[config.mk]
export PLATFORM = sky130hd
export DESIGN_NAME = ffc_top
export DESIGN_NICKNAME = d
export VERILOG_FILES = /design/src/hw/ffc_pkg.sv /design/src/hw/ffc_cfg_latch.sv /design/src/hw/ffc_flag_pipe.sv /design/src/hw/ffc_top.sv
export VERILOG_INCLUDE_DIRS = /design/src /design/src/hw
export SDC_FILE = /design/constraint.sdc
export NUM_CORES = 1
export LEC_CHECK = 0
export ABC_AREA = 0
export BUFFER_PORTS_ARGS = -buffer_cell sky130_fd_sc_hd__buf_4
export CORE_ASPECT_RATIO = 1.2
export CORE_MARGIN = 2
export CORE_UTILIZATION = 25
export DETAILED_ROUTE_END_ITERATION = 16
export PLACE_DENSITY = 0.52
export SYNTH_ARGS = -nofsm -noshare
export SYNTH_HDL_FRONTEND = slang
export SYNTH_SLANG_ARGS = --single-unit
export TNS_END_PERCENT = 20
[constraint.sdc]
create_clock -name core_clk -period 5.3 [get_ports core_clk]
set_input_delay 0.265 -clock core_clk [delete_from_list [all_inputs] [get_ports core_clk]]
set_output_delay 0.265 -clock core_clk [all_outputs]
set_load 0.1 [all_outputs]
[src/hw/ffc_consts.svh]
// constants for the fifo flag and configuration block
`ifndef FFC_CONSTS_SVH
`define FFC_CONSTS_SVH

`define FFC_DEPTH        9'h100
`define FFC_HALF         9'h080
`define FFC_OFS_W        12
`define FFC_OFS_RESET    12'h01F
`define FFC_MASK_RESET   4'h0

`define FFC_ADDR_EMPTY_OFS 8'h00
`define FFC_ADDR_FULL_OFS  8'h04
`define FFC_ADDR_STATE     8'h08
`define FFC_ADDR_INT_STAT  8'h0C
`define FFC_ADDR_INT_MASK  8'h10

`define FFC_EV_EMPTY     0
`define FFC_EV_FULL      1
`define FFC_EV_WR_REFUSE 2
`define FFC_EV_RD_REFUSE 3

`define FFC_RESP_OKAY    2'h0
`define FFC_RESP_SLVERR  2'h2

`endif

[src/hw/ffc_pkg.sv]
// types shared by the fifo flag and configuration block
package ffc_pkg;
   typedef enum logic [2:0] {
      FFC_BUF1 = 3'h1,
      FFC_BUF2 = 3'h2,
      FFC_BUF3 = 3'h4
   } ffc_buf_t;
   typedef enum logic [5:0] {
      FFC_REG_EMPTY_OFS = 6'h01,
      FFC_REG_FULL_OFS  = 6'h02,
      FFC_REG_STATE     = 6'h04,
      FFC_REG_INT_STAT  = 6'h08,
      FFC_REG_INT_MASK  = 6'h10,
      FFC_REG_NONE      = 6'h20
   } ffc_reg_t;
   typedef logic [8:0] ffc_count_t;
endpackage

[src/hw/ffc_cfg_latch.sv]
// catches the configuration pins at reset release and decodes them
`timescale 1ns/100ps
`default_nettype none
module ffc_cfg_latch
   import ffc_pkg::*;
(
   input  wire logic     core_clk,
   input  wire logic     reset,
   input  wire logic     firstLoadSel,
   input  wire logic     readExpandIn,
   input  wire logic     writeExpandIn,
   output var  logic     cfgTaken,
   output var  logic     fallThroughMode,
   output var  logic     syncPartial,
   output var  ffc_buf_t emptyDepth,
   output var  ffc_buf_t fullDepth
);
   // synchroniser runs through reset so its output is settled at release
   logic [2:0] pinMeta;
   logic [2:0] pinSync;
   logic       next_cfgTaken;
   logic       next_fallThroughMode;
   logic       next_syncPartial;
   ffc_buf_t   next_emptyDepth;
   ffc_buf_t   next_fullDepth;

   always_ff @(posedge core_clk) begin
      pinMeta <= {firstLoadSel, readExpandIn, writeExpandIn};
      pinSync <= pinMeta;
   end

   always_comb begin
      next_cfgTaken        = 1'b1;
      next_fallThroughMode = fallThroughMode;
      next_syncPartial     = syncPartial;
      next_emptyDepth      = emptyDepth;
      next_fullDepth       = fullDepth;
      if (!cfgTaken) begin
         // sync when the first-load pin is set, unless both expand bits set
         next_syncPartial = pinSync[2] & ~(pinSync[1] & pinSync[0]);
         case (pinSync[1:0])
            2'h1: begin
               next_fallThroughMode = 1'b1;
               next_emptyDepth      = FFC_BUF3;
               next_fullDepth       = FFC_BUF2;
            end
            2'h2: begin
               next_fallThroughMode = 1'b0;
               next_emptyDepth      = FFC_BUF2;
               next_fullDepth       = FFC_BUF2;
            end
            default: begin
               next_fallThroughMode = 1'b0;
               next_emptyDepth      = FFC_BUF1;
               next_fullDepth       = FFC_BUF1;
            end
         endcase
      end
   end

   always_ff @(posedge core_clk or posedge reset) begin
      if (reset) begin
         cfgTaken        <= 1'b0;
         fallThroughMode <= 1'b0;
         syncPartial     <= 1'b0;
         emptyDepth      <= FFC_BUF1;
         fullDepth       <= FFC_BUF1;
      end else begin
         cfgTaken        <= next_cfgTaken;
         fallThroughMode <= next_fallThroughMode;
         syncPartial     <= next_syncPartial;
         emptyDepth      <= next_emptyDepth;
         fullDepth       <= next_fullDepth;
      end
   end

   a_cfg_hold: assert property (@(posedge core_clk) disable iff (reset)
      $past(cfgTaken) |-> $stable(fallThroughMode) && $stable(syncPartial)
         && $stable(emptyDepth) && $stable(fullDepth))
      else $error("configuration changed after capture");
   a_sync_code: assert property (@(posedge core_clk) disable iff (reset)
      !cfgTaken ##1 cfgTaken |-> syncPartial ==
         ($past(pinSync[2]) && !($past(pinSync[1]) && $past(pinSync[0]))))
      else $error("partial flag timing decoded wrong");
   a_mode_code: assert property (@(posedge core_clk) disable iff (reset)
      !cfgTaken ##1 cfgTaken |-> fallThroughMode == ($past(pinSync[1:0]) == 2'h1))
      else $error("timing mode decoded wrong");
   a_depth_legal: assert property (@(posedge core_clk) disable iff (reset)
      (fallThroughMode && emptyDepth == FFC_BUF3 && fullDepth == FFC_BUF2)
      || (!fallThroughMode && emptyDepth == fullDepth && emptyDepth != FFC_BUF3))
      else $error("unsupported buffering mix");
endmodule
`default_nettype wire

[src/hw/ffc_flag_pipe.sv]
// selectable one to three stage register buffer for a boundary flag
`timescale 1ns/100ps
`default_nettype none
module ffc_flag_pipe
   import ffc_pkg::*;
#(
   parameter logic RESET_VAL = 1'b0
) (
   input  wire logic     core_clk,
   input  wire logic     reset,
   input  var  ffc_buf_t depth,
   input  wire logic     rawFlag,
   output var  logic     flagOut
);
   logic [2:0] stage;
   logic [2:0] next_stage;
   logic [2:0] headSel;

   // the raw flag enters at the stage that leaves exactly depth flops to the output
   assign headSel = (depth == FFC_BUF3) ? 3'h1 : ((depth == FFC_BUF2) ? 3'h2 : 3'h4);

   genvar k;
   generate
      for (k = 0; k < 3; k++) begin : g_stage
         if (k == 0) begin : g_first
            assign next_stage[k] = rawFlag;
         end else begin : g_rest
            assign next_stage[k] = headSel[k] ? rawFlag : stage[k-1];
         end
      end
   endgenerate

   always_ff @(posedge core_clk or posedge reset) begin
      if (reset) begin
         stage <= {3{RESET_VAL}};
      end else begin
         stage <= next_stage;
      end
   end

   assign flagOut = stage[2];
endmodule
`default_nettype wire

[src/hw/ffc_top.sv]
// fifo word count, status flags and axi4-lite register slave
//
// The implementer's own choices: the register addresses and the AXI4-Lite interface to the registers.
`timescale 1ns/100ps
`default_nettype none
`include "ffc_consts.svh"
module ffc_top
   import ffc_pkg::*;
(
   input  wire logic        core_clk,
   input  wire logic        reset,
   input  wire logic [7:0]  s_axi_awaddr,
   input  wire logic        s_axi_awvalid,
   output var  logic        s_axi_awready,
   input  wire logic [31:0] s_axi_wdata,
   input  wire logic [3:0]  s_axi_wstrb,
   input  wire logic        s_axi_wvalid,
   output var  logic        s_axi_wready,
   output var  logic [1:0]  s_axi_bresp,
   output var  logic        s_axi_bvalid,
   input  wire logic        s_axi_bready,
   input  wire logic [7:0]  s_axi_araddr,
   input  wire logic        s_axi_arvalid,
   output var  logic        s_axi_arready,
   output var  logic [31:0] s_axi_rdata,
   output var  logic [1:0]  s_axi_rresp,
   output var  logic        s_axi_rvalid,
   input  wire logic        s_axi_rready,
   input  wire logic        wrStrobe,
   input  wire logic        rdStrobe,
   input  wire logic        firstLoadSel,
   input  wire logic        readExpandIn,
   input  wire logic        writeExpandIn,
   output var  logic        emptyFlagN,
   output var  logic        fullFlagN,
   output var  logic        halfFullN,
   output var  logic        almostEmptyN,
   output var  logic        almostFullN,
   output var  logic        irq
);
   function automatic ffc_reg_t decodeAddr(input logic [7:0] addr);
      case (addr)
         `FFC_ADDR_EMPTY_OFS: decodeAddr = FFC_REG_EMPTY_OFS;
         `FFC_ADDR_FULL_OFS:  decodeAddr = FFC_REG_FULL_OFS;
         `FFC_ADDR_STATE:     decodeAddr = FFC_REG_STATE;
         `FFC_ADDR_INT_STAT:  decodeAddr = FFC_REG_INT_STAT;
         `FFC_ADDR_INT_MASK:  decodeAddr = FFC_REG_INT_MASK;
         default:             decodeAddr = FFC_REG_NONE;
      endcase
   endfunction

   logic                 cfgTaken;
   logic                 fallThroughMode;
   logic                 syncPartial;
   ffc_buf_t             emptyDepth;
   ffc_buf_t             fullDepth;

   ffc_cfg_latch u_cfg (
      .core_clk        (core_clk),
      .reset           (reset),
      .firstLoadSel    (firstLoadSel),
      .readExpandIn    (readExpandIn),
      .writeExpandIn   (writeExpandIn),
      .cfgTaken        (cfgTaken),
      .fallThroughMode (fallThroughMode),
      .syncPartial     (syncPartial),
      .emptyDepth      (emptyDepth),
      .fullDepth       (fullDepth)
   );

   // ---- word count and partial flags
   ffc_count_t           count;
   ffc_count_t           next_count;
   ffc_count_t           capacity;
   logic [`FFC_OFS_W-1:0] emptyOfs;
   logic [`FFC_OFS_W-1:0] fullOfs;
   logic                 wrTake;
   logic                 rdTake;
   logic                 next_halfFullN;
   logic                 next_almostEmptyN;
   logic                 next_almostFullN;
   ffc_count_t           flagSrc;
   logic [3:0]           events;

   // thresholds widened to 13 bits so large offsets never wrap
   function automatic logic aeHigh(input ffc_count_t c, input logic [11:0] n,
                                   input logic ft);
      aeHigh = {4'h0, c} > ({1'b0, n} + {12'h000, ft});
   endfunction
   function automatic logic afHigh(input ffc_count_t c, input logic [11:0] m,
                                   input ffc_count_t cap);
      afHigh = ({4'h0, c} + {1'b0, m}) < {4'h0, cap};
   endfunction

   always_comb begin
      capacity   = fallThroughMode ? (`FFC_DEPTH + 9'h001) : `FFC_DEPTH;
      // write refused when full, read refused when empty
      wrTake     = wrStrobe && (count != capacity);
      rdTake     = rdStrobe && (count != 9'h000);
      next_count = count + {8'h00, wrTake} - {8'h00, rdTake};
      // asynchronous timing follows the edge that moved the count
      flagSrc    = next_count;
      if (syncPartial) begin
         // synchronous timing re-evaluates on the flag's own side edge
         flagSrc = count;
      end
      // partial levels from the word count
      next_almostEmptyN = aeHigh(flagSrc, emptyOfs, fallThroughMode);
      next_almostFullN  = afHigh(flagSrc, fullOfs, capacity);
      next_halfFullN    = fallThroughMode ? (flagSrc < (`FFC_HALF + 9'h002))
                                          : (flagSrc <= `FFC_HALF);
      events = 4'h0;
      events[`FFC_EV_EMPTY]     = (count != 9'h000) && (next_count == 9'h000);
      events[`FFC_EV_FULL]      = (count != capacity) && (next_count == capacity);
      events[`FFC_EV_WR_REFUSE] = wrStrobe && !wrTake;
      events[`FFC_EV_RD_REFUSE] = rdStrobe && !rdTake;
   end

   // reset levels of the partial flags
   always_ff @(posedge core_clk or posedge reset) begin
      if (reset) begin
         count        <= 9'h000;
         halfFullN    <= 1'b1;
         almostEmptyN <= 1'b0;
         almostFullN  <= 1'b1;
      end else begin
         count        <= next_count;
         halfFullN    <= next_halfFullN;
         almostEmptyN <= next_almostEmptyN;
         almostFullN  <= next_almostFullN;
      end
   end

   // ---- boundary flags, the only ones that see the buffering depth
   logic rawEmptySide;
   logic rawFullSide;
   // output-ready is inverse sense of empty, input-ready of full
   assign rawEmptySide = fallThroughMode ? (next_count == 9'h000) : (next_count != 9'h000);
   assign rawFullSide  = fallThroughMode ? (next_count == capacity) : (next_count != capacity);

   // buffering only here; reset levels of the boundary flags
   ffc_flag_pipe #(.RESET_VAL(1'b0)) u_empty_pipe (
      .core_clk (core_clk),
      .reset    (reset),
      .depth    (emptyDepth),
      .rawFlag  (rawEmptySide),
      .flagOut  (emptyFlagN)
   );
   ffc_flag_pipe #(.RESET_VAL(1'b1)) u_full_pipe (
      .core_clk (core_clk),
      .reset    (reset),
      .depth    (fullDepth),
      .rawFlag  (rawFullSide),
      .flagOut  (fullFlagN)
   );

   // ---- axi4-lite slave, one write and one read in flight
   logic       awHeld, wHeld;
   logic [7:0] awAddrHeld;
   logic [31:0] wDataHeld;
   logic [3:0] wStrbHeld;
   logic [3:0] intStatus, intMask;
   logic       next_awHeld, next_wHeld, next_awready, next_wready, next_bvalid;
   logic       next_arready, next_rvalid, next_irq;
   logic [7:0] next_awAddrHeld;
   logic [31:0] next_wDataHeld, next_rdata;
   logic [3:0] next_wStrbHeld, next_intStatus, next_intMask;
   logic [1:0] next_bresp, next_rresp;
   logic [`FFC_OFS_W-1:0] next_emptyOfs, next_fullOfs;
   ffc_reg_t   wrReg, rdReg;

   always_comb begin
      next_awHeld     = awHeld;
      next_wHeld      = wHeld;
      next_awAddrHeld = awAddrHeld;
      next_wDataHeld  = wDataHeld;
      next_wStrbHeld  = wStrbHeld;
      next_bvalid     = s_axi_bvalid;
      next_bresp      = s_axi_bresp;
      next_rvalid     = s_axi_rvalid;
      next_rdata      = s_axi_rdata;
      next_rresp      = s_axi_rresp;
      next_emptyOfs   = emptyOfs;
      next_fullOfs    = fullOfs;
      next_intMask    = intMask;
      next_intStatus  = intStatus;
      wrReg           = decodeAddr(awAddrHeld);
      rdReg           = decodeAddr(s_axi_araddr);
      if (s_axi_awvalid && s_axi_awready) begin
         next_awHeld     = 1'b1;
         next_awAddrHeld = s_axi_awaddr;
      end
      if (s_axi_wvalid && s_axi_wready) begin
         next_wHeld     = 1'b1;
         next_wDataHeld = s_axi_wdata;
         next_wStrbHeld = s_axi_wstrb;
      end
      if (s_axi_bvalid && s_axi_bready) begin
         next_bvalid = 1'b0;
      end
      if (awHeld && wHeld && !s_axi_bvalid) begin
         next_awHeld = 1'b0;
         next_wHeld  = 1'b0;
         next_bvalid = 1'b1;
         next_bresp  = `FFC_RESP_OKAY;
         case (wrReg)
            FFC_REG_EMPTY_OFS: begin
               if (wStrbHeld[0]) next_emptyOfs[7:0]  = wDataHeld[7:0];
               if (wStrbHeld[1]) next_emptyOfs[11:8] = wDataHeld[11:8];
            end
            FFC_REG_FULL_OFS: begin
               if (wStrbHeld[0]) next_fullOfs[7:0]  = wDataHeld[7:0];
               if (wStrbHeld[1]) next_fullOfs[11:8] = wDataHeld[11:8];
            end
            FFC_REG_INT_MASK: begin
               if (wStrbHeld[0]) next_intMask = wDataHeld[3:0];
            end
            FFC_REG_STATE, FFC_REG_INT_STAT: begin
            end
            default: begin
               next_bresp = `FFC_RESP_SLVERR;
            end
         endcase
      end
      if (s_axi_rvalid && s_axi_rready) begin
         next_rvalid = 1'b0;
      end
      if (s_axi_arvalid && s_axi_arready) begin
         next_rvalid = 1'b1;
         next_rresp  = `FFC_RESP_OKAY;
         next_rdata  = 32'h0000_0000;
         case (rdReg)
            FFC_REG_EMPTY_OFS: next_rdata[11:0] = emptyOfs;
            FFC_REG_FULL_OFS:  next_rdata[11:0] = fullOfs;
            FFC_REG_STATE:     next_rdata = {12'h000, emptyDepth, fullDepth, 2'h0,
                                             cfgTaken, syncPartial, fallThroughMode,
                                             count};
            FFC_REG_INT_STAT: begin
               next_rdata[3:0] = intStatus;
               next_intStatus  = 4'h0;
            end
            FFC_REG_INT_MASK:  next_rdata[3:0] = intMask;
            default:           next_rresp = `FFC_RESP_SLVERR;
         endcase
      end
      // a new event wins over a read clear in the same cycle
      next_intStatus = next_intStatus | events;
      next_irq       = |(next_intStatus & next_intMask);
      next_awready   = !next_awHeld && !next_bvalid;
      next_wready    = !next_wHeld && !next_bvalid;
      next_arready   = !next_rvalid;
   end

   always_ff @(posedge core_clk or posedge reset) begin
      if (reset) begin
         awHeld        <= 1'b0;
         wHeld         <= 1'b0;
         awAddrHeld    <= 8'h00;
         wDataHeld     <= 32'h0000_0000;
         wStrbHeld     <= 4'h0;
         s_axi_awready <= 1'b0;
         s_axi_wready  <= 1'b0;
         s_axi_bvalid  <= 1'b0;
         s_axi_bresp   <= 2'h0;
         s_axi_arready <= 1'b0;
         s_axi_rvalid  <= 1'b0;
         s_axi_rdata   <= 32'h0000_0000;
         s_axi_rresp   <= 2'h0;
         emptyOfs      <= `FFC_OFS_RESET;
         fullOfs       <= `FFC_OFS_RESET;
         intMask       <= `FFC_MASK_RESET;
         intStatus     <= 4'h0;
         irq           <= 1'b0;
      end else begin
         awHeld        <= next_awHeld;
         wHeld         <= next_wHeld;
         awAddrHeld    <= next_awAddrHeld;
         wDataHeld     <= next_wDataHeld;
         wStrbHeld     <= next_wStrbHeld;
         s_axi_awready <= next_awready;
         s_axi_wready  <= next_wready;
         s_axi_bvalid  <= next_bvalid;
         s_axi_bresp   <= next_bresp;
         s_axi_arready <= next_arready;
         s_axi_rvalid  <= next_rvalid;
         s_axi_rdata   <= next_rdata;
         s_axi_rresp   <= next_rresp;
         emptyOfs      <= next_emptyOfs;
         fullOfs       <= next_fullOfs;
         intMask       <= next_intMask;
         intStatus     <= next_intStatus;
         irq           <= next_irq;
      end
   end

   // ---- checks
   a_buf_delay: assert property (@(posedge core_clk) disable iff (reset)
      $past(cfgTaken, 4) |->
         (emptyDepth == FFC_BUF1 && emptyFlagN == $past(rawEmptySide, 1))
      || (emptyDepth == FFC_BUF2 && emptyFlagN == $past(rawEmptySide, 2))
      || (emptyDepth == FFC_BUF3 && emptyFlagN == $past(rawEmptySide, 3)))
      else $error("empty-side flag delay does not match depth");
   a_partial_unbuf: assert property (@(posedge core_clk) disable iff (reset)
      $past(cfgTaken) && !syncPartial |->
         halfFullN == (fallThroughMode ? (count < `FFC_HALF + 9'h002) : (count <= `FFC_HALF)))
      else $error("half-full delayed beyond its count");
   a_async_ae: assert property (@(posedge core_clk) disable iff (reset)
      $past(cfgTaken) && !syncPartial |->
         almostEmptyN == aeHigh(count, $past(emptyOfs), fallThroughMode))
      else $error("async almost-empty not on the moving edge");
   a_async_af: assert property (@(posedge core_clk) disable iff (reset)
      $past(cfgTaken) && !syncPartial |->
         almostFullN == afHigh(count, $past(fullOfs), capacity))
      else $error("async almost-full not on the moving edge");
   a_sync_ae: assert property (@(posedge core_clk) disable iff (reset)
      $past(cfgTaken) && syncPartial |->
         almostEmptyN == aeHigh($past(count), $past(emptyOfs), fallThroughMode))
      else $error("sync almost-empty timing wrong");
   a_sync_af: assert property (@(posedge core_clk) disable iff (reset)
      $past(cfgTaken) && syncPartial |->
         almostFullN == afHigh($past(count), $past(fullOfs), capacity))
      else $error("sync almost-full timing wrong");
   a_std_bound: assert property (@(posedge core_clk) disable iff (reset)
      !fallThroughMode && count == `FFC_DEPTH && wrStrobe && !rdStrobe |=> count == `FFC_DEPTH)
      else $error("standard mode passed its depth");
   a_ft_bound: assert property (@(posedge core_clk) disable iff (reset)
      fallThroughMode |-> count <= `FFC_DEPTH + 9'h001)
      else $error("fall-through count beyond capacity");
   a_ofs_reset: assert property (@(posedge core_clk)
      $fell(reset) |-> emptyOfs == `FFC_OFS_RESET && fullOfs == `FFC_OFS_RESET)
      else $error("offset defaults wrong");
   a_flag_reset: assert property (@(posedge core_clk)
      $fell(reset) |-> halfFullN && almostFullN && !almostEmptyN && fullFlagN && !emptyFlagN)
      else $error("reset flag levels wrong");
endmodule
`default_nettype wire

==> impl_metrics.json <==
{
  "cts_tree": "yes",
  "pin_count": 111,
  "postLayoutCoreUtil_pct": 30.07,
  "worst-path-max-fanout": 4,
  "drc": 0,
  "worstPathRequired_ns": 5.56,
  "antenna_found_initial": 0,
  "first_iter_violations": 230,
  "first_pass_iters": 4,
  "insertedDiodeCount": 0,
  "vdd_drop_max_mv": 0.2287,
  "die_y_um": 174.1,
  "wl_per_cell_um": 15.26,
  "worst_pin_slew_ns": 1.075,
  "ctsLongestPathBuffers": 2,
  "layout-drive-gt1-share_pct": 29.52,
  "period_needed_ns": 4.924,
  "dpl.cell_count": 920,
  "setup_tns_ns": 0,
  "avgViaCountPerCell": 4.511,
  "crit_type": "reg -> reg",
  "grt_pass1_wl_mm": 23.33,
  "clock.fmax_ghz": 0.2031,
  "p_leak_uw": 0.003241,
  "die_w_um": 145.8,
  "place_congestion": 0.8157,
  "grt_max_degree": 59,
  "first_global_vias": 4320,
  "postCtsSetupBuffers": 0,
  "ys_types": 63,
  "die_area_um2": 25380,
  "synth_edf_count": 0,
  "nets": 717,
  "clk_pin_slew_ns": 0.08,
  "ys_seq_area_share_pct": 45.50,
  "grt_overflow_total": 0,
  "drt_wl_total_mm": 14.34,
  "core_um2": 23820,
  "io_buffers": 71,
  "synth_cells": 546,
  "powerDensity_nw_per_um2": 568.1,
  "critPathArrivalTime_ns": 5.18,
  "async_reset_ff_share_pct": 94.55,
  "hpwl_mm": 11.09,
  "ys_warn_count": 0,
  "cts_sinks": 110,
  "area_growth_syn_to_layout_pct": 18.78,
  "clock_latency_ns": 0.36,
  "start_util_pct": 25.31,
  "postRouteAntennaNets": 0,
  "rows": 62,
  "vias": 4240,
  "ff_latch_area_um2": 2743,
  "finalMaxSlewViolations": 0,
  "netlist_area_um2": 6028,
  "rsz0062_at_grt": "false",
  "avgSynthCellArea_um2": 11.04,
  "final_cell_count_no_fill": 940,
  "post-route-period-util_pct": 92.90,
  "ys.flop_type": "dfrtp_1",
  "hp-class": "in -> reg",
  "cts_root_buf": "clkbuf_16",
  "maxCapViolations": 0,
  "multi_input_area_um2": 3039,
  "fin_skew_ns": 0.008420,
  "setup_viol": 0,
  "startpoint_type": "flop",
  "synth-seq-cells": 110,
  "hold_viol": 0,
  "fillers": 2487,
  "slew_headroom_pct": 27.67,
  "numCtsBuffers": 9,
  "cts.htree.levels": 3,
  "critPathCaptureType": "flop",
  "status": "finished clean",
  "grt_usage_pct": 11.60
}
-- cell usage in the layout, fill, tap and decap left out, drive strengths merged, types with 6 or more instances in the layout --
cell type / count
dfxtp: 6
xor2: 9
xnor2: 10
ha: 36
o21ai: 29
dfstp: 16
a21oi: 15
a21o: 8
buf: 74
nand2b: 8
clkbuf: 9
dfrtp: 88
nor3: 10
nand2: 40
a22o: 12
nor2: 28
inv: 23
mux2: 64
nand3: 16
conb: 18
a22oi: 13
nor2b: 8
mux2i: 7
a211oi: 8
-- cells by family (layout without fill, tap and decap cells) --
logic type                 after synthesis  count (layout)  share of synthesized area, %
DFF                                    110             110                         45.50
and+or+nand+nor                        140             140                         12.06
buffers and inverters                   58             116                         5.168
muxes                                   71              71                         13.18
adders and majority gates               38              38                         8.136
AOI/OAI and AO/OA                      108             108                         12.76
other                                    2              18                        0.1246
xor gates and xnor gates                19              19                         3.072
-- power breakdown --
| part | leakage (uW) | internal, uW | switching (uW) | total, uW |
|---|---|---|---|---|
| Sequential | 0.00133 | 1080 | 183 | 1260 |
| Clock | 0.000142 | 368 | 321 | 688 |
| Combinational | 0.00177 | 842 | 1280 | 2120 |
| Total | 0.00324 | 2290 | 1780 | 4070 |
-- repair_timing --
action | in CTS | in global routing
resized for setup | 0 | 1
hold buffers | 4 | 0
endpoints found under the setup margin | 0 | 1
endpoints found under the hold margin | 16 | 0
-- metrics by stage --
step / setup slack, ns / instance area (um2) / power, uW / hold WS [ns]
finish: 0.3762 / 7161 / 4068 / 0.08865
global route: 0.02174 / 7161 / 4378 / 0.07934
CTS: 0.3247 / 7156 / 4097 / 0.07765
detailed placement: 0.3516 / 6818 / 3387 / 0.3165
global placement: 0.3739 / 6818 / 3378 / 0.3183
floorplan: 1.055 / 6088 / 2932 / 0.2927
-- final timing paths --
path	startpoint	endpoint	slack [ns]	depth (start not counted)
setup reg to reg	count[7]$_DFF_PP0_	almostEmptyN$_DFF_PP0_	0.38	21
min in group asynchronous	reset	s_axi_rdata[1]$_DFFE_PP0P_	0.52	3
hold / removal	s_axi_wvalid	s_axi_wready$_DFF_PP0_	0.09	2
hold reg to reg	u_cfg.pinMeta[1]$_DFF_P_	u_cfg.pinSync[1]$_DFF_P_	0.33	0
setup / recovery	count[7]$_DFF_PP0_	almostEmptyN$_DFF_PP0_	0.38	21
max in group asynchronous	reset	emptyOfs[6]$_DFFE_PP0P_	3.59	4
-- cells in the mapped netlist, types with 13 or more instances --
cell       n  share of area (%)
ha_1      36                7.5
nor2_1    26                1.6
dfstp_2   16                7.0
clkbuf_1  13               0.81
inv_1     22                1.4
a21oi_1   15                1.2
a22oi_1   13                1.6
mux2_2    63                 12
nand3_1   16                1.3
o21ai_0   29                2.4
dfrtp_1   88                 37
nand2_1   40                2.5
buf_4     19                2.4
-- registers in the layout, summed over array words and instances (netlist names), 2 cells and up --
register and count:
s_axi_rdata 16, emptyOfs 12, fullOfs 12, wDataHeld 12, count 9, awAddrHeld 8, intMask 4, intStatus 4
u_cfg.emptyDepth 3, u_cfg.pinMeta 3, u_cfg.pinSync 3, u_empty_pipe.stage 3, u_full_pipe.stage 3, wStrbHeld 2
-- metal layers --
layer / global-route usage [%] / vias to the layer above / part of all wire (%)
met2: 19.14 / 77 / 48
met1: 15.34 / 2081 / 46
met3: 2.966 / 10 / 4.0
li1: - / 2072 / -
met4: 2.492 / 0 / 1.3
met5: 0 / - / 0
-- final cells by class --
class,instances,share of cell area [%]
Inverter,22,1.188
Clock inverter,7,1.013
Timing Repair Buffer,78,8.317
Clock buffer,9,3.145
Multi-Input combinational cell,394,42.44
Sequential cell,110,38.30
Tap cell,320,5.591
-- critical path, cell delays in order, from the launching register on --
cell      delay [ns]
dfrtp_1         0.42
inv_1           0.11
ha_1            0.18
nand4_1         0.16
nor3_1          0.43
nor2b_1         0.11
ha_1            0.30
inv_1           0.04
ha_1            0.21
fa_1            0.41
a211o_1         0.31
and3_4          0.20
o41a_4          0.47
xnor2_4         0.20
nor2_1          0.05
a21oi_1         0.32
ha_1            0.32
nand4_1         0.10
nor3_1          0.05
nor3_1          0.13
o211ai_1        0.10
a21oi_1         0.21
(Power assumes the default switching activity.)
